`src/core/ccs_regs.vh`:
```
// Register map, field positions and encodings for the counter capture block
`ifndef CCS_REGS_VH
`define CCS_REGS_VH

// Register byte offsets
`define CCS_ADDR_CTRL      8'h00
`define CCS_ADDR_CONFIG2   8'h04
`define CCS_ADDR_COUNT     8'h08
`define CCS_ADDR_LIVE      8'h0C
`define CCS_ADDR_STATUS    8'h10
`define CCS_ADDR_MASK      8'h14
`define CCS_ADDR_W         8

// Control register fields
`define CCS_CTRL_RUN_A     0
`define CCS_CTRL_RUN_B     1
`define CCS_CTRL_JOIN      2
`define CCS_CTRL_DIR_A     3
`define CCS_CTRL_DIR_B     4
`define CCS_CTRL_W         5
`define CCS_CTRL_RST       5'h00

// Second config register fields
`define CCS_EDGE_LSB       0
`define CCS_EDGE_MSB       1
`define CCS_SRC_LSB        2
`define CCS_SRC_MSB        3
`define CCS_CFG2_RST       4'h0

// Edge select encodings
`define CCS_EDGE_OFF       2'h0
`define CCS_EDGE_RISE      2'h1
`define CCS_EDGE_FALL      2'h2
`define CCS_EDGE_BOTH      2'h3

// Source select encodings
`define CCS_SRC_LINE_TWO   2'h0
`define CCS_SRC_LINE_THREE 2'h1
`define CCS_SRC_TAP_16K    2'h2
`define CCS_SRC_TAP_1K     2'h3
`define CCS_NUM_SRC        4

// Status and mask bits
`define CCS_IRQ_A          0
`define CCS_IRQ_B          1
`define CCS_IRQ_W          2
`define CCS_IRQ_RST        2'h0

// Counter constants
`define CCS_CNT_RST        8'h00
`define CCS_CNT_ONE        8'h01
`define CCS_CNT_MAX        8'hFF
`define CCS_WIDE_ONE       16'h0001

// Bus responses
`define CCS_RESP_OKAY      2'h0
`define CCS_RESP_SLVERR    2'h2

`endif

```
`src/core/ccs_edge.v`:
```
// Synchroniser, pulse-width filter and edge detector for one capture source
module ccs_edge (
  // Clock and reset
  input  wire CLK,
  input  wire RESET,
  // Raw source level
  input  wire SAMPLE_IN,
  // One-cycle edge pulses
  output reg  RISE,
  output reg  FALL
);

  reg sync1_q;
  reg sync2_q;
  reg hist_q;
  reg level_q;
  wire settle_d;

  // A new level is accepted only once it has been seen on two clocks running,
  // so a phase no longer than one clock period never makes an edge
  assign settle_d = (sync2_q == hist_q) && (hist_q != level_q);

  // Two-stage synchroniser; first stage feeds the second stage only
  always @(posedge CLK) begin
    if (RESET) begin
      sync1_q <= 1'b0;
      sync2_q <= 1'b0;
      hist_q  <= 1'b0;
      level_q <= 1'b0;
      RISE    <= 1'b0;
      FALL    <= 1'b0;
    end else begin
      sync1_q <= SAMPLE_IN;
      sync2_q <= sync1_q;
      hist_q  <= sync2_q;
      if (settle_d) begin
        level_q <= hist_q;
      end
      RISE <= settle_d & hist_q;
      FALL <= settle_d & ~hist_q;
    end
  end

endmodule // ccs_edge

```
`src/core/ccs_top.v`:
```
// Counters A and B with capture shadows, interrupts and AXI4-Lite registers
//
// Functional notes
// A 16-bit capture register holds a readable snapshot of running counters A and B.
// With capture enabled, count reads return the shadow registers, not live counts.
// On the capture condition shadows update first, then the capture interrupt rises.
// Counters A and B share one capture condition.
// Counters wrap: overflow to zero, underflow to 0xFF or 0xFFFF when cascaded.
// Capture keeps working whatever else the counters are used for.
// Edge select: 00 off, 01 rising, 10 falling, 11 both edges.
// Source select: 11 1K tap, 10 16K tap, 01 line three, 00 line two.
// Every source allows any edge; both edges on taps doubles the capture rate.
// Software changes edge and source select only while counters are stopped.
// Capture interrupt follows the capture condition by one or two counter clocks.
// Uncascaded counters on different clocks may raise their interrupts apart.
// Software reads a shadow only after that counter's own capture interrupt.
// An edge counts only if low and high phases exceed one clock period.
// Cascade setting joins A and B into one 16-bit counter steered by A.
// Direction bit set counts up, cleared counts down.
// Capture inputs pass a two-stage synchroniser before edge detection.
// Both shadow halves load together in one clock cycle.
//
// The AXI4-Lite register port and the register addresses are this design's own decisions.
`include "ccs_regs.vh"

module ccs_top (
  // Clock and reset
  input  wire        CLK,
  input  wire        RESET,
  // Capture sources
  input  wire        PORT_A_LINE_TWO,
  input  wire        PORT_A_LINE_THREE,
  input  wire        TAP_16K,
  input  wire        TAP_1K,
  // Interrupt
  output reg         IRQ,
  // AXI4-Lite write address
  input  wire [7:0]  S_AXI_AWADDR,
  input  wire        S_AXI_AWVALID,
  output wire        S_AXI_AWREADY,
  // AXI4-Lite write data
  input  wire [31:0] S_AXI_WDATA,
  input  wire [3:0]  S_AXI_WSTRB,
  input  wire        S_AXI_WVALID,
  output wire        S_AXI_WREADY,
  // AXI4-Lite write response
  output reg  [1:0]  S_AXI_BRESP,
  output reg         S_AXI_BVALID,
  input  wire        S_AXI_BREADY,
  // AXI4-Lite read address
  input  wire [7:0]  S_AXI_ARADDR,
  input  wire        S_AXI_ARVALID,
  output wire        S_AXI_ARREADY,
  // AXI4-Lite read data
  output reg  [31:0] S_AXI_RDATA,
  output reg  [1:0]  S_AXI_RRESP,
  output reg         S_AXI_RVALID,
  input  wire        S_AXI_RREADY
);

  // Configuration and state
  reg  [`CCS_CTRL_W-1:0] ctrl_q;
  reg  [3:0]             counter_config_second_q;
  reg  [7:0]             cnt_a_q;
  reg  [7:0]             cnt_b_q;
  reg  [7:0]             cnt_a_d;
  reg  [7:0]             cnt_b_d;
  reg  [15:0]            shadow_q;
  reg                    shadow_new_q;
  reg  [`CCS_IRQ_W-1:0]  status_q;
  reg  [`CCS_IRQ_W-1:0]  mask_q;
  // Bus holding registers
  reg                    aw_have_q;
  reg  [7:0]             aw_addr_q;
  reg                    w_have_q;
  reg  [31:0]            w_data_q;
  reg  [3:0]             w_strb_q;
  // Decoded fields and events
  wire [1:0]             capture_edge_select;
  wire [1:0]             capture_source_select;
  wire                   join_first_counter_pair;
  wire                   dir_a;
  wire                   dir_b;
  wire                   run_a;
  wire                   run_b;
  wire [`CCS_NUM_SRC-1:0] src_raw;
  wire [`CCS_NUM_SRC-1:0] src_rise;
  wire [`CCS_NUM_SRC-1:0] src_fall;
  reg                    cap_hit;
  wire                   wr_go;
  wire                   wr_count;
  wire                   ar_take;
  wire [15:0]            wide_cnt;
  wire [15:0]            wide_next;
  wire [1:0]             counter_event;
  reg  [31:0]            rd_data;
  reg                    rd_ok;
  integer                i;

  assign capture_edge_select     = counter_config_second_q[`CCS_EDGE_MSB:`CCS_EDGE_LSB];
  assign capture_source_select   = counter_config_second_q[`CCS_SRC_MSB:`CCS_SRC_LSB];
  assign join_first_counter_pair = ctrl_q[`CCS_CTRL_JOIN];
  assign dir_a                   = ctrl_q[`CCS_CTRL_DIR_A];
  assign dir_b                   = ctrl_q[`CCS_CTRL_DIR_B];
  assign run_a                   = ctrl_q[`CCS_CTRL_RUN_A];
  assign run_b                   = ctrl_q[`CCS_CTRL_RUN_B];

  // Source index follows the select encoding so the mux is a plain index
  assign src_raw[`CCS_SRC_LINE_TWO]   = PORT_A_LINE_TWO;
  assign src_raw[`CCS_SRC_LINE_THREE] = PORT_A_LINE_THREE;
  assign src_raw[`CCS_SRC_TAP_16K]    = TAP_16K;
  assign src_raw[`CCS_SRC_TAP_1K]     = TAP_1K;

  // One synchroniser and filter per source; taps go through it too so every
  // source sees the same latency
  genvar g;
  generate
    for (g = 0; g < `CCS_NUM_SRC; g = g + 1) begin : g_src
      ccs_edge u_edge (
        .CLK       (CLK),
        .RESET     (RESET),
        .SAMPLE_IN (src_raw[g]),
        .RISE      (src_rise[g]),
        .FALL      (src_fall[g])
      );
    end
  endgenerate

  // Capture condition from the selected source and edge; one event for both counters
  always @* begin
    case (capture_edge_select)
      `CCS_EDGE_OFF:  cap_hit = 1'b0;
      `CCS_EDGE_RISE: cap_hit = src_rise[capture_source_select];
      `CCS_EDGE_FALL: cap_hit = src_fall[capture_source_select];
      `CCS_EDGE_BOTH: cap_hit = src_rise[capture_source_select]
                                | src_fall[capture_source_select];
      default:        cap_hit = 1'b0;
    endcase
  end

  // Counter next values; cascaded pair is steered by A's run and direction bits
  assign wide_cnt  = {cnt_b_q, cnt_a_q};
  assign wide_next = dir_a ? (wide_cnt + `CCS_WIDE_ONE)
                           : (wide_cnt - `CCS_WIDE_ONE);

  always @* begin
    cnt_a_d = cnt_a_q;
    cnt_b_d = cnt_b_q;
    if (join_first_counter_pair) begin
      if (run_a) begin
        cnt_a_d = wide_next[7:0];
        cnt_b_d = wide_next[15:8];
      end
    end else begin
      if (run_a) begin
        cnt_a_d = dir_a ? cnt_a_q + `CCS_CNT_ONE : cnt_a_q - `CCS_CNT_ONE;
      end
      if (run_b) begin
        cnt_b_d = dir_b ? cnt_b_q + `CCS_CNT_ONE : cnt_b_q - `CCS_CNT_ONE;
      end
    end
  end

  // Bus handshakes: address and data are taken in either order, one write at a time
  assign S_AXI_AWREADY = ~aw_have_q & ~S_AXI_BVALID;
  assign S_AXI_WREADY  = ~w_have_q & ~S_AXI_BVALID;
  assign S_AXI_ARREADY = ~S_AXI_RVALID;
  assign wr_go         = aw_have_q & w_have_q & ~S_AXI_BVALID;
  assign ar_take       = S_AXI_ARVALID & ~S_AXI_RVALID;
  assign wr_count      = wr_go && (aw_addr_q == `CCS_ADDR_COUNT);

  // Both counters share the capture event, so uncascaded halves report together
  assign counter_event = {`CCS_IRQ_W{shadow_new_q}};

  // Counters and capture shadow; a software load overrides counting
  always @(posedge CLK) begin
    if (RESET) begin
      cnt_a_q      <= `CCS_CNT_RST;
      cnt_b_q      <= `CCS_CNT_RST;
      shadow_q     <= {`CCS_CNT_RST, `CCS_CNT_RST};
      shadow_new_q <= 1'b0;
    end else begin
      if (wr_count && w_strb_q[0]) begin
        cnt_a_q <= w_data_q[7:0];
      end else begin
        cnt_a_q <= cnt_a_d;
      end
      if (wr_count && w_strb_q[1]) begin
        cnt_b_q <= w_data_q[15:8];
      end else begin
        cnt_b_q <= cnt_b_d;
      end
      // Capture runs regardless of run bits or any other use of the counters
      if (cap_hit) begin
        shadow_q <= wide_cnt;
      end
      shadow_new_q <= cap_hit;
    end
  end

  // Sticky status: a capture in the same cycle as a clear wins
  always @(posedge CLK) begin
    if (RESET) begin
      status_q <= `CCS_IRQ_RST;
      IRQ      <= 1'b0;
    end else begin
      for (i = 0; i < `CCS_IRQ_W; i = i + 1) begin
        if (counter_event[i]) begin
          status_q[i] <= 1'b1;
        end else if (wr_go && aw_addr_q == `CCS_ADDR_STATUS && w_strb_q[0]
                     && w_data_q[i]) begin
          status_q[i] <= 1'b0;
        end
      end
      IRQ <= |(status_q & mask_q);
    end
  end

  // Write path and configuration registers
  always @(posedge CLK) begin
    if (RESET) begin
      aw_have_q               <= 1'b0;
      aw_addr_q               <= 8'h00;
      w_have_q                <= 1'b0;
      w_data_q                <= 32'h00000000;
      w_strb_q                <= 4'h0;
      S_AXI_BVALID            <= 1'b0;
      S_AXI_BRESP             <= `CCS_RESP_OKAY;
      ctrl_q                  <= `CCS_CTRL_RST;
      counter_config_second_q <= `CCS_CFG2_RST;
      mask_q                  <= `CCS_IRQ_RST;
    end else begin
      if (S_AXI_AWVALID && S_AXI_AWREADY) begin
        aw_have_q <= 1'b1;
        aw_addr_q <= S_AXI_AWADDR;
      end
      if (S_AXI_WVALID && S_AXI_WREADY) begin
        w_have_q <= 1'b1;
        w_data_q <= S_AXI_WDATA;
        w_strb_q <= S_AXI_WSTRB;
      end
      if (S_AXI_BVALID && S_AXI_BREADY) begin
        S_AXI_BVALID <= 1'b0;
      end
      if (wr_go) begin
        aw_have_q    <= 1'b0;
        w_have_q     <= 1'b0;
        S_AXI_BVALID <= 1'b1;
        S_AXI_BRESP  <= `CCS_RESP_OKAY;
        case (aw_addr_q)
          `CCS_ADDR_CTRL: begin
            if (w_strb_q[0]) begin
              ctrl_q <= w_data_q[`CCS_CTRL_W-1:0];
            end
          end
          // Edge and source fields should only change with counters stopped
          `CCS_ADDR_CONFIG2: begin
            if (w_strb_q[0]) begin
              counter_config_second_q <= w_data_q[`CCS_SRC_MSB:0];
            end
          end
          `CCS_ADDR_MASK: begin
            if (w_strb_q[0]) begin
              mask_q <= w_data_q[`CCS_IRQ_W-1:0];
            end
          end
          `CCS_ADDR_COUNT, `CCS_ADDR_STATUS: begin
            S_AXI_BRESP <= `CCS_RESP_OKAY;
          end
          default: begin
            S_AXI_BRESP <= `CCS_RESP_SLVERR;
          end
        endcase
      end
    end
  end

  // Read decode; counts show the shadow while capture is enabled
  always @* begin
    rd_data = 32'h00000000;
    rd_ok   = 1'b1;
    case (S_AXI_ARADDR)
      `CCS_ADDR_CTRL:    rd_data[`CCS_CTRL_W-1:0] = ctrl_q;
      `CCS_ADDR_CONFIG2: rd_data[`CCS_SRC_MSB:0]  = counter_config_second_q;
      `CCS_ADDR_COUNT:   rd_data[15:0] = (capture_edge_select != `CCS_EDGE_OFF)
                                         ? shadow_q : wide_cnt;
      `CCS_ADDR_LIVE:    rd_data[15:0] = wide_cnt;
      `CCS_ADDR_STATUS:  rd_data[`CCS_IRQ_W-1:0] = status_q;
      `CCS_ADDR_MASK:    rd_data[`CCS_IRQ_W-1:0] = mask_q;
      default:           rd_ok = 1'b0;
    endcase
  end

  // Read channel: data registered at the same edge that takes the address
  always @(posedge CLK) begin
    if (RESET) begin
      S_AXI_RVALID <= 1'b0;
      S_AXI_RDATA  <= 32'h00000000;
      S_AXI_RRESP  <= `CCS_RESP_OKAY;
    end else begin
      if (ar_take) begin
        S_AXI_RVALID <= 1'b1;
        S_AXI_RDATA  <= rd_data;
        S_AXI_RRESP  <= rd_ok ? `CCS_RESP_OKAY : `CCS_RESP_SLVERR;
      end else if (S_AXI_RREADY) begin
        S_AXI_RVALID <= 1'b0;
      end
    end
  end

endmodule // ccs_top
```
`config.mk`:
```
export PLATFORM = sky130hd
export DESIGN_NAME = ccs_top
export DESIGN_NICKNAME = d
export VERILOG_FILES = /design/src/core/ccs_edge.v /design/src/core/ccs_top.v
export VERILOG_INCLUDE_DIRS = /design/src /design/src/core
export SDC_FILE = /design/constraint.sdc
export NUM_CORES = 1
export LEC_CHECK = 0
export ABC_CLOCK_PERIOD_IN_PS = 2500
export BUFFER_PORTS_ARGS = -buffer_cell sky130_fd_sc_hd__buf_4
export CORE_MARGIN = 1
export CORE_UTILIZATION = 51
export CTS_CLUSTER_SIZE = 20
export DETAILED_ROUTE_END_ITERATION = 10
export PLACE_DENSITY_LB_ADDON = 0.25
export SLEW_MARGIN = 20
export SYNTH_ARGS = -nofsm -noshare
export SYNTH_HDL_FRONTEND = slang
export SYNTH_SLANG_ARGS = --single-unit
```
`constraint.sdc`:
```
create_clock -name CLK -period 2.5 [get_ports CLK]
set_input_delay 0.125 -clock CLK [delete_from_list [all_inputs] [get_ports CLK]]
set_output_delay 0.125 -clock CLK [all_outputs]
set_load 0.01 [all_outputs]
```
==> results.ini, run 1 <==
[floorplan]
die_h_um=109
die-area_um2=11800
core-area_um2=11000
num_rows=38
chipWidth_um=109
start_util_pct=52.9
pin_count=105

[timing]
clock.fmax_mhz=426
min_period_ns=2.35
fin_crit_sh_pct=93.9
drv_slew=0
fin_setup_tns_ns=0
skew_ns=0.0130
setup_viol=0
final-hold-violation-count=0
grt_setup_unrepaired=false
max_slew_margin_pct=50.3
tightest_slew_ns=0.745

[synthesis]
synth-main-ff-cell=dfxtp_1
syn_area_per_cell_um2=8.77
syn-cell-area_um2=5810
syn_inst=662
yosys_warnings=0
ys_seq_area_share_pct=41.0
synth.distinct_cells=58
synth_edf_count=0
synth_seq_cells=119
async_flop_share_pct=0

[global_routing]
globalRoute.busiestLayer=met2
grt_max_degree=75
grt_util_all_layers_pct=25.3
grt_pass1_vias=4883
grt_pass1_wl_um=23200
antenna_found_initial=0
grt_use_met1_pct=32.4
grt_use_met2_pct=42.9
grtUsageMet3_pct=4.48
grt-ovfl-total=0

[drt]
wl_per_cell_um=15.2
initialDrtViolationCount=270
routed_wl_um=14000
remaining_drc_errors=0
avgViaCountPerCell=5.50
drtAntennaViolNets=0
vias=5073
firstDrtPassIters=5

[worst_hold_path]
min_path_type=input pin to register

[clock_network]
clkLatencyLatePin_ns=0.41
cts_tree=built
root_buffer=clkbuf_16
htree_levels=4
clkSlewWorstSetupHoldPaths_ns=0.06
clockBufferDepth=2
cts_buffers=17
clock-sinks=119

[setup_path]
endpoint_kind=register
start_kind=register
crit_arrival_ns=2.60
timing.critical_path.cells=inv_2 > buf_4 > ha_1 > or3_1 > o2111a_1 > a221oi_2 > xor2_1 > o32ai_2
slowest_delay_ns=0.42
cp_slowest_cell=or3_1
cp_max_fo=10
crit_required_ns=2.75
worst-setup-path-type=register to register

[placement]
numPortBuffers=68
place.gp.congestion=0.868
hpwl_um=9610

[flow_run]
maxCapViolations=0

[cells_and_area]
area_growth_pct=27.1
layout-drive-gt1-share_pct=17.8
diodes=0
num-nets-final=855
fin_util_pct=67.2

[status]
status=completed

[pwr]
finalPower_mw=4.57
cellPowerDensity_nw_per_um2=619
power.leakage_nw=3.21
ir_worst_vdd_mv=0.605

==> timing repair <==
item,4_1_cts,5_1_grt
pin swaps,0,1
endpoints found under the setup margin,1,6
setup buffers,0,0
resized for setup,1,7
hold buffers,33,0
hold endpoints to repair,32,0
==> state kept, by name, indices dropped and copies added (netlist names), 2 cells and up <==
register,count
w_strb_q,2
w_data_q,16
mask_q,2
aw_addr_q,8
cnt_b_q,8
g_src.u_edge.hist_q,4
ctrl_q,5
cnt_a_q,8
g_src.u_edge.sync1_q,4
S_AXI_RDATA,16
shadow_q,16
g_src.u_edge.level_q,4
counter_config_second_q,4
status_q,2
g_src.u_edge.RISE,4
g_src.u_edge.sync2_q,4
g_src.u_edge.FALL,4
==> placed cells by master (no fill, tap or decap), types with 13 or more instances in the layout <==
cell	instances
a21oi_1	63
buf_4	88
clkbuf_16	17
conb_1	18
dfxtp_1	118
dlygate4sd3_1	33
ha_1	20
inv_1	13
mux2i_1	47
nand2_1	90
nor2_1	70
nor2b_1	15
o21ai_0	20
==> path summary, 6_finish.rpt <==
check / start / endpoint / slack [ns] / cells past startpoint
min reg2reg: g_src[3].u_edge.sync1_q / g_src[3].u_edge.sync2_q / 0.44 / 1
min: S_AXI_ARADDR[4] / S_AXI_RRESP[1] / 0.03 / 3
max reg2reg: ctrl_q[3] / cnt_b_q[5] / 0.15 / 8
max: ctrl_q[3] / cnt_b_q[5] / 0.15 / 8
==> cell usage after synthesis (all sizes together) (3+ instances only) <==
cell / instances / area, µm²
a211oi: 13 / 103
a21o: 5 / 37.5
a21oi: 63 / 315
a221oi: 5 / 43.8
a22oi: 7 / 52.6
a2bb2oi: 11 / 96.3
a31o: 3 / 26.3
and2: 5 / 31.3
and3: 4 / 25.0
and3b: 4 / 35.0
buf: 27 / 176
clkbuf: 22 / 82.6
dfxtp: 119 / 2380
ha: 20 / 250
inv: 14 / 52.6
mux2i: 47 / 470
mux4: 4 / 90.1
nand2: 90 / 338
nand2b: 6 / 37.5
nand3: 6 / 30.0
nand3b: 4 / 30.0
nand4: 4 / 25.0
nor2: 70 / 263
nor2b: 15 / 93.8
nor3: 9 / 56.3
nor4: 3 / 25.0
nor4b: 5 / 43.8
o211ai: 7 / 52.6
o21ai: 20 / 100
o32ai: 3 / 26.3
or3: 3 / 18.8
xnor2: 12 / 105
xor2: 5 / 43.8
==> metrics by stage <==
| step | hold WS [ns] | instances | cell area, µm² | worst slack (ns) |
|---|---|---|---|---|
| 6_report | 0.0347 | 922 | 7380 | 0.153 |
| 5_1_grt | 0.0481 | 922 | 7380 | 0.00118 |
| 4_1_cts | 0.0207 | 922 | 7340 | 0.0106 |
| 3_5_place_dp | 0.318 | 858 | 6450 | 0.0616 |
| 3_3_place_gp | 0.313 | 858 | 6450 | 0.0955 |
| 2_1_floorplan | 0.224 | 679 | 5870 | 0.0557 |
==> logic make-up after synthesis <==
kind of cell	count (synthesis)	share of synthesized area, %
AND/OR/NAND/NOR	234	19.1
buffers and inverters	63	5.37
multiplexers	52	9.85
adder cells (fa/ha/maj)	22	5.00
AO/OA/AOI/OAI	154	17.1
flip-flops	119	41.0
XOR/XNOR	17	2.56
other	1	0.0646
==> routing by layer <==
metal / vias to the layer above / part of all wire [%]
li1: 2539 / -
met1: 2378 / 45
met2: 148 / 49
met3: 8 / 5.2
met4: 0 / 0.80
met5: - / 0
==> critical path: cells and delay by family (launching register included) <==
family          cells  cell delay [ns]
fa+ha+maj           1             0.24
flops               1             0.35
xor+xnor            1             0.23
buf+inv             2             0.28
simple gates        1             0.42
compound gates      3             0.68
==> layout make-up <==
| class | instances | area (µm²) |
|---|---|---|
| Multi-Input combinational cell | 497 | 3210 |
| Tap cell | 140 | 175 |
| Clock inverter | 13 | 125 |
| Timing Repair Buffer | 121 | 991 |
| Fill cell | 852 | 3600 |
| Inverter | 14 | 52.6 |
| Clock buffer | 18 | 439 |
| Sequential cell | 119 | 2380 |
==> where the power goes <==
group | internal (mW) | switching (mW)
Clock | 1.39 | 0.892
Sequential | 1.94 | 0.0399
Combinational | 0.144 | 0.154
Total | 3.48 | 1.09
(Power assumes the default switching activity.)
==> inputs of run 2 (changes only) <==
--- a/config.mk
+++ b/config.mk
@@ -12,7 +12,7 @@
 export CORE_UTILIZATION = 51
 export CTS_CLUSTER_SIZE = 20
 export DETAILED_ROUTE_END_ITERATION = 10
-export PLACE_DENSITY_LB_ADDON = 0.25
+export PLACE_DENSITY = 0.77
 export SLEW_MARGIN = 20
 export SYNTH_ARGS = -nofsm -noshare
 export SYNTH_HDL_FRONTEND = slang
==> results.ini, run 2 (same netlist as run 1, synthesis figures left out) <==
[drt]
routed_wl_um=14500  ; +3.4%
avgViaCountPerCell=5.57  ; +1.3%
initialDrtViolationCount=239  ; -11%
firstDrtPassIters=5  ; unchanged
vias=5179  ; +2.1%
wl_per_cell_um=15.6  ; +2.7%
drtAntennaViolNets=0  ; unchanged
remaining_drc_errors=0  ; unchanged

[setup_path]
r2r-end=cnt_b_q[0]
cp_max_fo=11  ; +1
timing.rr.start=ctrl_q[3]
endpoint_kind=register
crit_required_ns=2.81  ; +0.06 ns
crit_arrival_ns=2.68  ; +0.08 ns
worst-setup-path-type=register to register
start_kind=register
r2r_cells=10  ; +2
ff2ff_setup_slack_ns=0.12  ; -0.03 ns

[global_routing]
grt_pass1_vias=5078  ; +4.0%
grt_pass1_wl_um=23900  ; +2.8%
grt_util_all_layers_pct=26.1  ; +0.84 points
grt-ovfl-total=0  ; unchanged
antenna_found_initial=0  ; unchanged
grt_max_degree=68  ; -9.3%

[cells_and_area]
nFillCells=847  ; -0.59%
layout.cells.non_filler=929  ; +0.76%
area_growth_pct=28.4
design_area_um2=7450  ; +1.0%
fin_util_pct=67.9  ; +0.67 points
area.sequential_um2=2380  ; about the same
largestRegisters=S_AXI_RDATA (16), shadow_q (16), w_data_q (16)
most-common-layout-cells=dfxtp_1 (119), buf_4 (92), nand2_1 (90)
final_common_cell=dfxtp_1
multi_input_area_um2=3200  ; -0.51%
layout-drive-gt1-share_pct=18.0  ; +0.22 points
diodes=0  ; unchanged
num-nets-final=861  ; +0.70%

[worst_hold_path]
min_path_type=input pin to register
hold_start=S_AXI_ARADDR[4]
hold_end=S_AXI_RRESP[1]
hold_path_depth=3  ; unchanged

[floorplan]
core-area_um2=11000  ; unchanged
chipWidth_um=109  ; unchanged
pin_count=105  ; unchanged
die-area_um2=11800  ; unchanged
num_rows=38  ; unchanged
start_util_pct=52.9  ; unchanged
die_h_um=109  ; unchanged

[placement]
place.gp.congestion=0.916  ; +5.5%
place_inst=863  ; +0.58%
place_area_um2=6510  ; +0.97%
numPortBuffers=68  ; unchanged
hpwl_um=9720  ; +1.1%

[clock_network]
htree_levels=4  ; unchanged
cts_tree=built
clkSlewWorstSetupHoldPaths_ns=0.06  ; about the same
root_buffer=clkbuf_16
clkLatencyLatePin_ns=0.41  ; about the same
cts_buffers=17  ; unchanged
clock-sinks=119  ; unchanged
clockBufferDepth=2  ; unchanged

[flow_run]
maxCapViolations=0  ; unchanged

[pwr]
ir_worst_vdd_mv=0.439  ; -27%
cellPowerDensity_nw_per_um2=628  ; +1.5%
finalPower_mw=4.68  ; +2.5%
power.leakage_nw=3.26  ; +1.5%

[timing]
final-hold-violation-count=0  ; unchanged
min_period_ns=2.38  ; +0.0289 ns
drv_slew=0  ; unchanged
whs_ns=0.0304  ; -0.00435 ns
tightest_slew_ns=0.678  ; -0.0669 ns
max_slew_margin_pct=54.8  ; +4.5 points
fin_crit_sh_pct=95.0  ; +1.2 points
setup_viol=0  ; unchanged
skew_ns=0.0107  ; -0.00238 ns
grt_setup_unrepaired=true
clock.fmax_mhz=421  ; -1.2%

[status]
status=completed

## run 2: cell types whose count changed in the layout (fill, tap and decap cells not counted), sizes merged
cell    change
buf         +6
bufinv      +1
clkbuf      +3
clkinv      -1
inv         -2
## run 2: metal layers
metal,share of wire (%),vias up,global-route usage (%)
met5,0,-,0
met4,1.7,0,9.27
met3,5.1,25,5.74
met2,47,177,44.1
met1,46,2434,32.7
li1,-,2543,-
## run 2: repair_timing
| item | 4_1_cts | 5_1_grt |
|---|---|---|
| hold buffers | 33 | 0 |
| buffers inserted | 0 | 1 |
| gates resized for setup | 0 | 5 |
| endpoints found under the hold margin | 32 | 0 |
| endpoints found under the setup margin | 0 | 7 |
## run 2: per-stage QoR
stage                     worst slack (ns)  setup TNS [ns]
after floorplan                     0.0557               0
after global placement               0.126               0
after detailed placement            0.0920               0
after CTS                           0.0630               0
after global routing                -0.109          -0.130
final                                0.124               0
## run 2: critical path: stages (launching register included)
cell      delay, ns
dfxtp_1        0.31
inv_2          0.14
buf_12         0.16
ha_2           0.30
and3_1         0.19
a221oi_2       0.33
o21a_1         0.22
buf_4          0.13
xnor2_1        0.14
a21oi_1        0.11
nor4_1         0.25
## run 2: report_power, final
| part | leakage [nW] | switching [mW] | total [mW] | internal, mW |
|---|---|---|---|---|
| combinational | 2.02 | 0.158 | 0.303 | 0.145 |
| clock | 0.271 | 0.878 | 2.40 | 1.52 |
| sequential | 0.966 | 0.0396 | 1.98 | 1.94 |
| total | 3.26 | 1.08 | 4.68 | 3.61 |
## run 2: layout make-up
type,instances,area share (%)
multi-input cells,497,42.9
flip-flops and latches,119,32.0
repair buffers,127,14.2
clock buffers,21,6.18
well taps,140,2.35
clock inverters,11,1.68
inverters,14,0.705
## run 2: how the worst max path moves through the flow
| stage | from | endpoint | slack (ns) | cells after the start |
|---|---|---|---|---|
| after floorplan | ctrl_q[3] | cnt_b_q[6] | 0.06 | 8 |
| after global placement | ctrl_q[3] | cnt_b_q[6] | 0.13 | 9 |
| after detailed placement | ctrl_q[3] | cnt_b_q[6] | 0.09 | 9 |
| after CTS | ctrl_q[3] | cnt_b_q[0] | 0.06 | 10 |
| after global routing | ctrl_q[3] | cnt_b_q[0] | -0.11 | 9 |
| final | ctrl_q[3] | cnt_b_q[0] | 0.12 | 10 |
==> inputs of run 3 (changes only) <==
--- a/config.mk
+++ b/config.mk
@@ -9,10 +9,10 @@
 export ABC_CLOCK_PERIOD_IN_PS = 2500
 export BUFFER_PORTS_ARGS = -buffer_cell sky130_fd_sc_hd__buf_4
 export CORE_MARGIN = 1
-export CORE_UTILIZATION = 51
+export CORE_UTILIZATION = 35
 export CTS_CLUSTER_SIZE = 20
 export DETAILED_ROUTE_END_ITERATION = 10
-export PLACE_DENSITY = 0.77
+export GPL_TIMING_DRIVEN = 0
 export SLEW_MARGIN = 20
 export SYNTH_ARGS = -nofsm -noshare
 export SYNTH_HDL_FRONTEND = slang
==> results.ini, run 3 (same netlist as run 1, synthesis figures left out) <==
[pwr]
cellPowerDensity_nw_per_um2=611  ; -2.6%
ir_worst_vdd_mv=0.448  ; +2.0%
power.leakage_nw=3.35  ; +2.9%

[setup_path]
r2r-end=cnt_b_q[7]
crit_required_ns=2.80  ; about the same
crit_top_cell=buf_6
cp-startpoint=ctrl_q[3]
ff2ff_setup_slack_ns=0.07  ; -0.05 ns
timing.rr.start=ctrl_q[3]
cp_slowest_cell=dfxtp_4
start_kind=register
slowest_delay_ns=0.39  ; +0.06 ns
crit_arrival_ns=2.73  ; +0.05 ns
endpoint_kind=register
timing.critical_path.cells=clkinvlp_4 > buf_6 > buf_6 > ha_4 > nand2_1 > o21ai_1 > a311o_1 > a31o_2 > xnor2_1 > a211oi_2
cp_max_fo=7  ; -4
worst-setup-path-type=register to register
r2r_cells=10  ; unchanged

[cells_and_area]
area_growth_pct=35.4
layout-drive-gt1-share_pct=20.7  ; +2.7 points
fin_util_pct=48.9  ; -19 points
final_common_cell=dfxtp_1
num-nets-final=894  ; +3.8%
design_area_um2=7860  ; +5.4%
multi_input_area_um2=3360  ; +4.9%
nFillCells=1535  ; +81%
largestRegisters=S_AXI_RDATA (16), shadow_q (16), w_data_q (16)
most-common-layout-cells=dfxtp_1 (117), buf_4 (93), nand2_1 (90)
area.sequential_um2=2390  ; +0.21%
diodes=0  ; unchanged

[clock_network]
cts_tree=built
root_buffer=clkbuf_16
clock-sinks=119  ; unchanged
clkLatencyLatePin_ns=0.42  ; about the same
htree_levels=4  ; unchanged
cts_buffers=17  ; unchanged
clockBufferDepth=2  ; unchanged
clkSlewWorstSetupHoldPaths_ns=0.06  ; about the same

[timing]
fin_setup_tns_ns=0  ; unchanged
final-hold-violation-count=0  ; unchanged
skew_ns=0.00507  ; -0.00559 ns
drv_slew=0  ; unchanged
setup_viol=0  ; unchanged
tightest_slew_ns=0.728  ; +0.0501 ns
whs_ns=0.0325  ; +0.00216 ns
fin_crit_sh_pct=97.0  ; +2.0 points
clock.fmax_mhz=412  ; -2.1%
max_slew_margin_pct=51.4  ; -3.3 points
worst_slack_ns=0.0740  ; -0.0501 ns
min_period_ns=2.43  ; +0.0501 ns

[global_routing]
grt-ovfl-total=0  ; unchanged
grtUsageMet3_pct=4.56  ; -1.2 points
grt_util_all_layers_pct=18.7  ; -7.4 points
antenna_found_initial=0  ; unchanged
grt_pass1_vias=4877  ; -4.0%
grt_use_met2_pct=28.2  ; -16 points
grt_pass1_wl_um=24400  ; +2.3%
grt_max_degree=17  ; -75%
globalRoute.busiestLayer=met2
grt_use_met1_pct=26.4  ; -6.3 points

[floorplan]
chipWidth_um=131  ; +20%
start_util_pct=36.2  ; -17 points
pin_count=105  ; unchanged
die_h_um=131  ; +20%
core-area_um2=16100  ; +46%
num_rows=46  ; +21%
die-area_um2=17100  ; +45%

[worst_hold_path]
min_path_type=input pin to register
hold_end=S_AXI_RRESP[1]
hold_path_depth=3  ; unchanged
hold_start=S_AXI_ARADDR[4]

[placement]
place.gp.congestion=0.849  ; -7.4%
numPortBuffers=66  ; -2.9%
place_area_um2=6640  ; +1.9%
place_ws_ns=-0.373  ; -0.465 ns
hpwl_um=10400  ; +6.6%

[drt]
avgViaCountPerCell=4.89  ; -12%
firstDrtPassIters=7  ; +2
routed_wl_um=14900  ; +2.6%
vias=5075  ; -2.0%
wl_per_cell_um=14.4  ; -8.2%
remaining_drc_errors=0  ; unchanged
initialDrtViolationCount=306  ; +28%
drtAntennaViolNets=0  ; unchanged

[status]
status=completed

[flow_run]
maxCapViolations=0  ; unchanged

-- run 3: cell count changes in the layout (fill, tap and decap cells not counted), moves of 3 or more --
cell      before  now
clkbuf_1       2   23
ha_4           0    8
ha_1          18   11
buf_1          0    5
a21oi_1       63   59
a21oi_2        0    4
inv_6          0    4
buf_2          0    3
buf_6          0    3
-- run 3: cell type report --
type / count / share of cell area [%]
clock buffers: 18 / 5.46
inverters: 14 / 0.764
repair inverters: 1 / 0.0955
clock inverters: 14 / 2.18
plain buffers: 49 / 3.30
repair buffers: 110 / 11.7
well taps: 216 / 3.44
flip-flops and latches: 119 / 30.4
multi-input cells: 497 / 42.7
-- run 3: what timing repair did --
item                                    CTS  global route
endpoints found under the hold margin    32             0
endpoints found under the setup margin   10             7
pin swaps                                 1            20
hold buffers                             33             0
resized for setup                        18            22
buffers inserted                          6             5
gates cloned                              1             0
-- run 3: stage by stage --
| stage | cells | power [mW] |
|---|---|---|
| after floorplan | 679 | 2.18 |
| after global placement | 961 | 2.31 |
| after detailed placement | 961 | 2.31 |
| after CTS | 1033 | 4.85 |
| after global routing | 1038 | 5.00 |
| final | 1038 | 4.81 |
-- run 3: worst max-delay path by stage --
stage / to / slack [ns] / cells after the start
final: cnt_b_q[7] / 0.07 / 10
after global routing: cnt_b_q[5] / -0.02 / 8
after CTS: cnt_b_q[7] / 0.005 / 10
after detailed placement: cnt_b_q[6] / -0.37 / 8
after global placement: cnt_b_q[6] / -0.41 / 8
after floorplan: cnt_b_q[6] / 0.06 / 8
-- run 3: worst max-delay path, delay by kind of cell (launching register included) --
family,cells,cell delay [ns]
and+or+nand+nor,1,0.11
buffers and inverters,3,0.56
DFF,1,0.39
adders and majority gates,1,0.27
AOI/OAI and AO/OA,4,0.76
xor gates and xnor gates,1,0.20
-- run 3: per-layer routing --
metal	wire length, µm	vias up
li1	-	2621
met1	7530	2287
met2	6490	149
met3	749	18
met4	133	0
met5	0	-
-- run 3: power breakdown --
part,total (mW),switching (mW),internal (mW)
logic,0.332,0.168,0.164
clock network,2.49,0.921,1.57
registers,1.98,0.0406,1.94
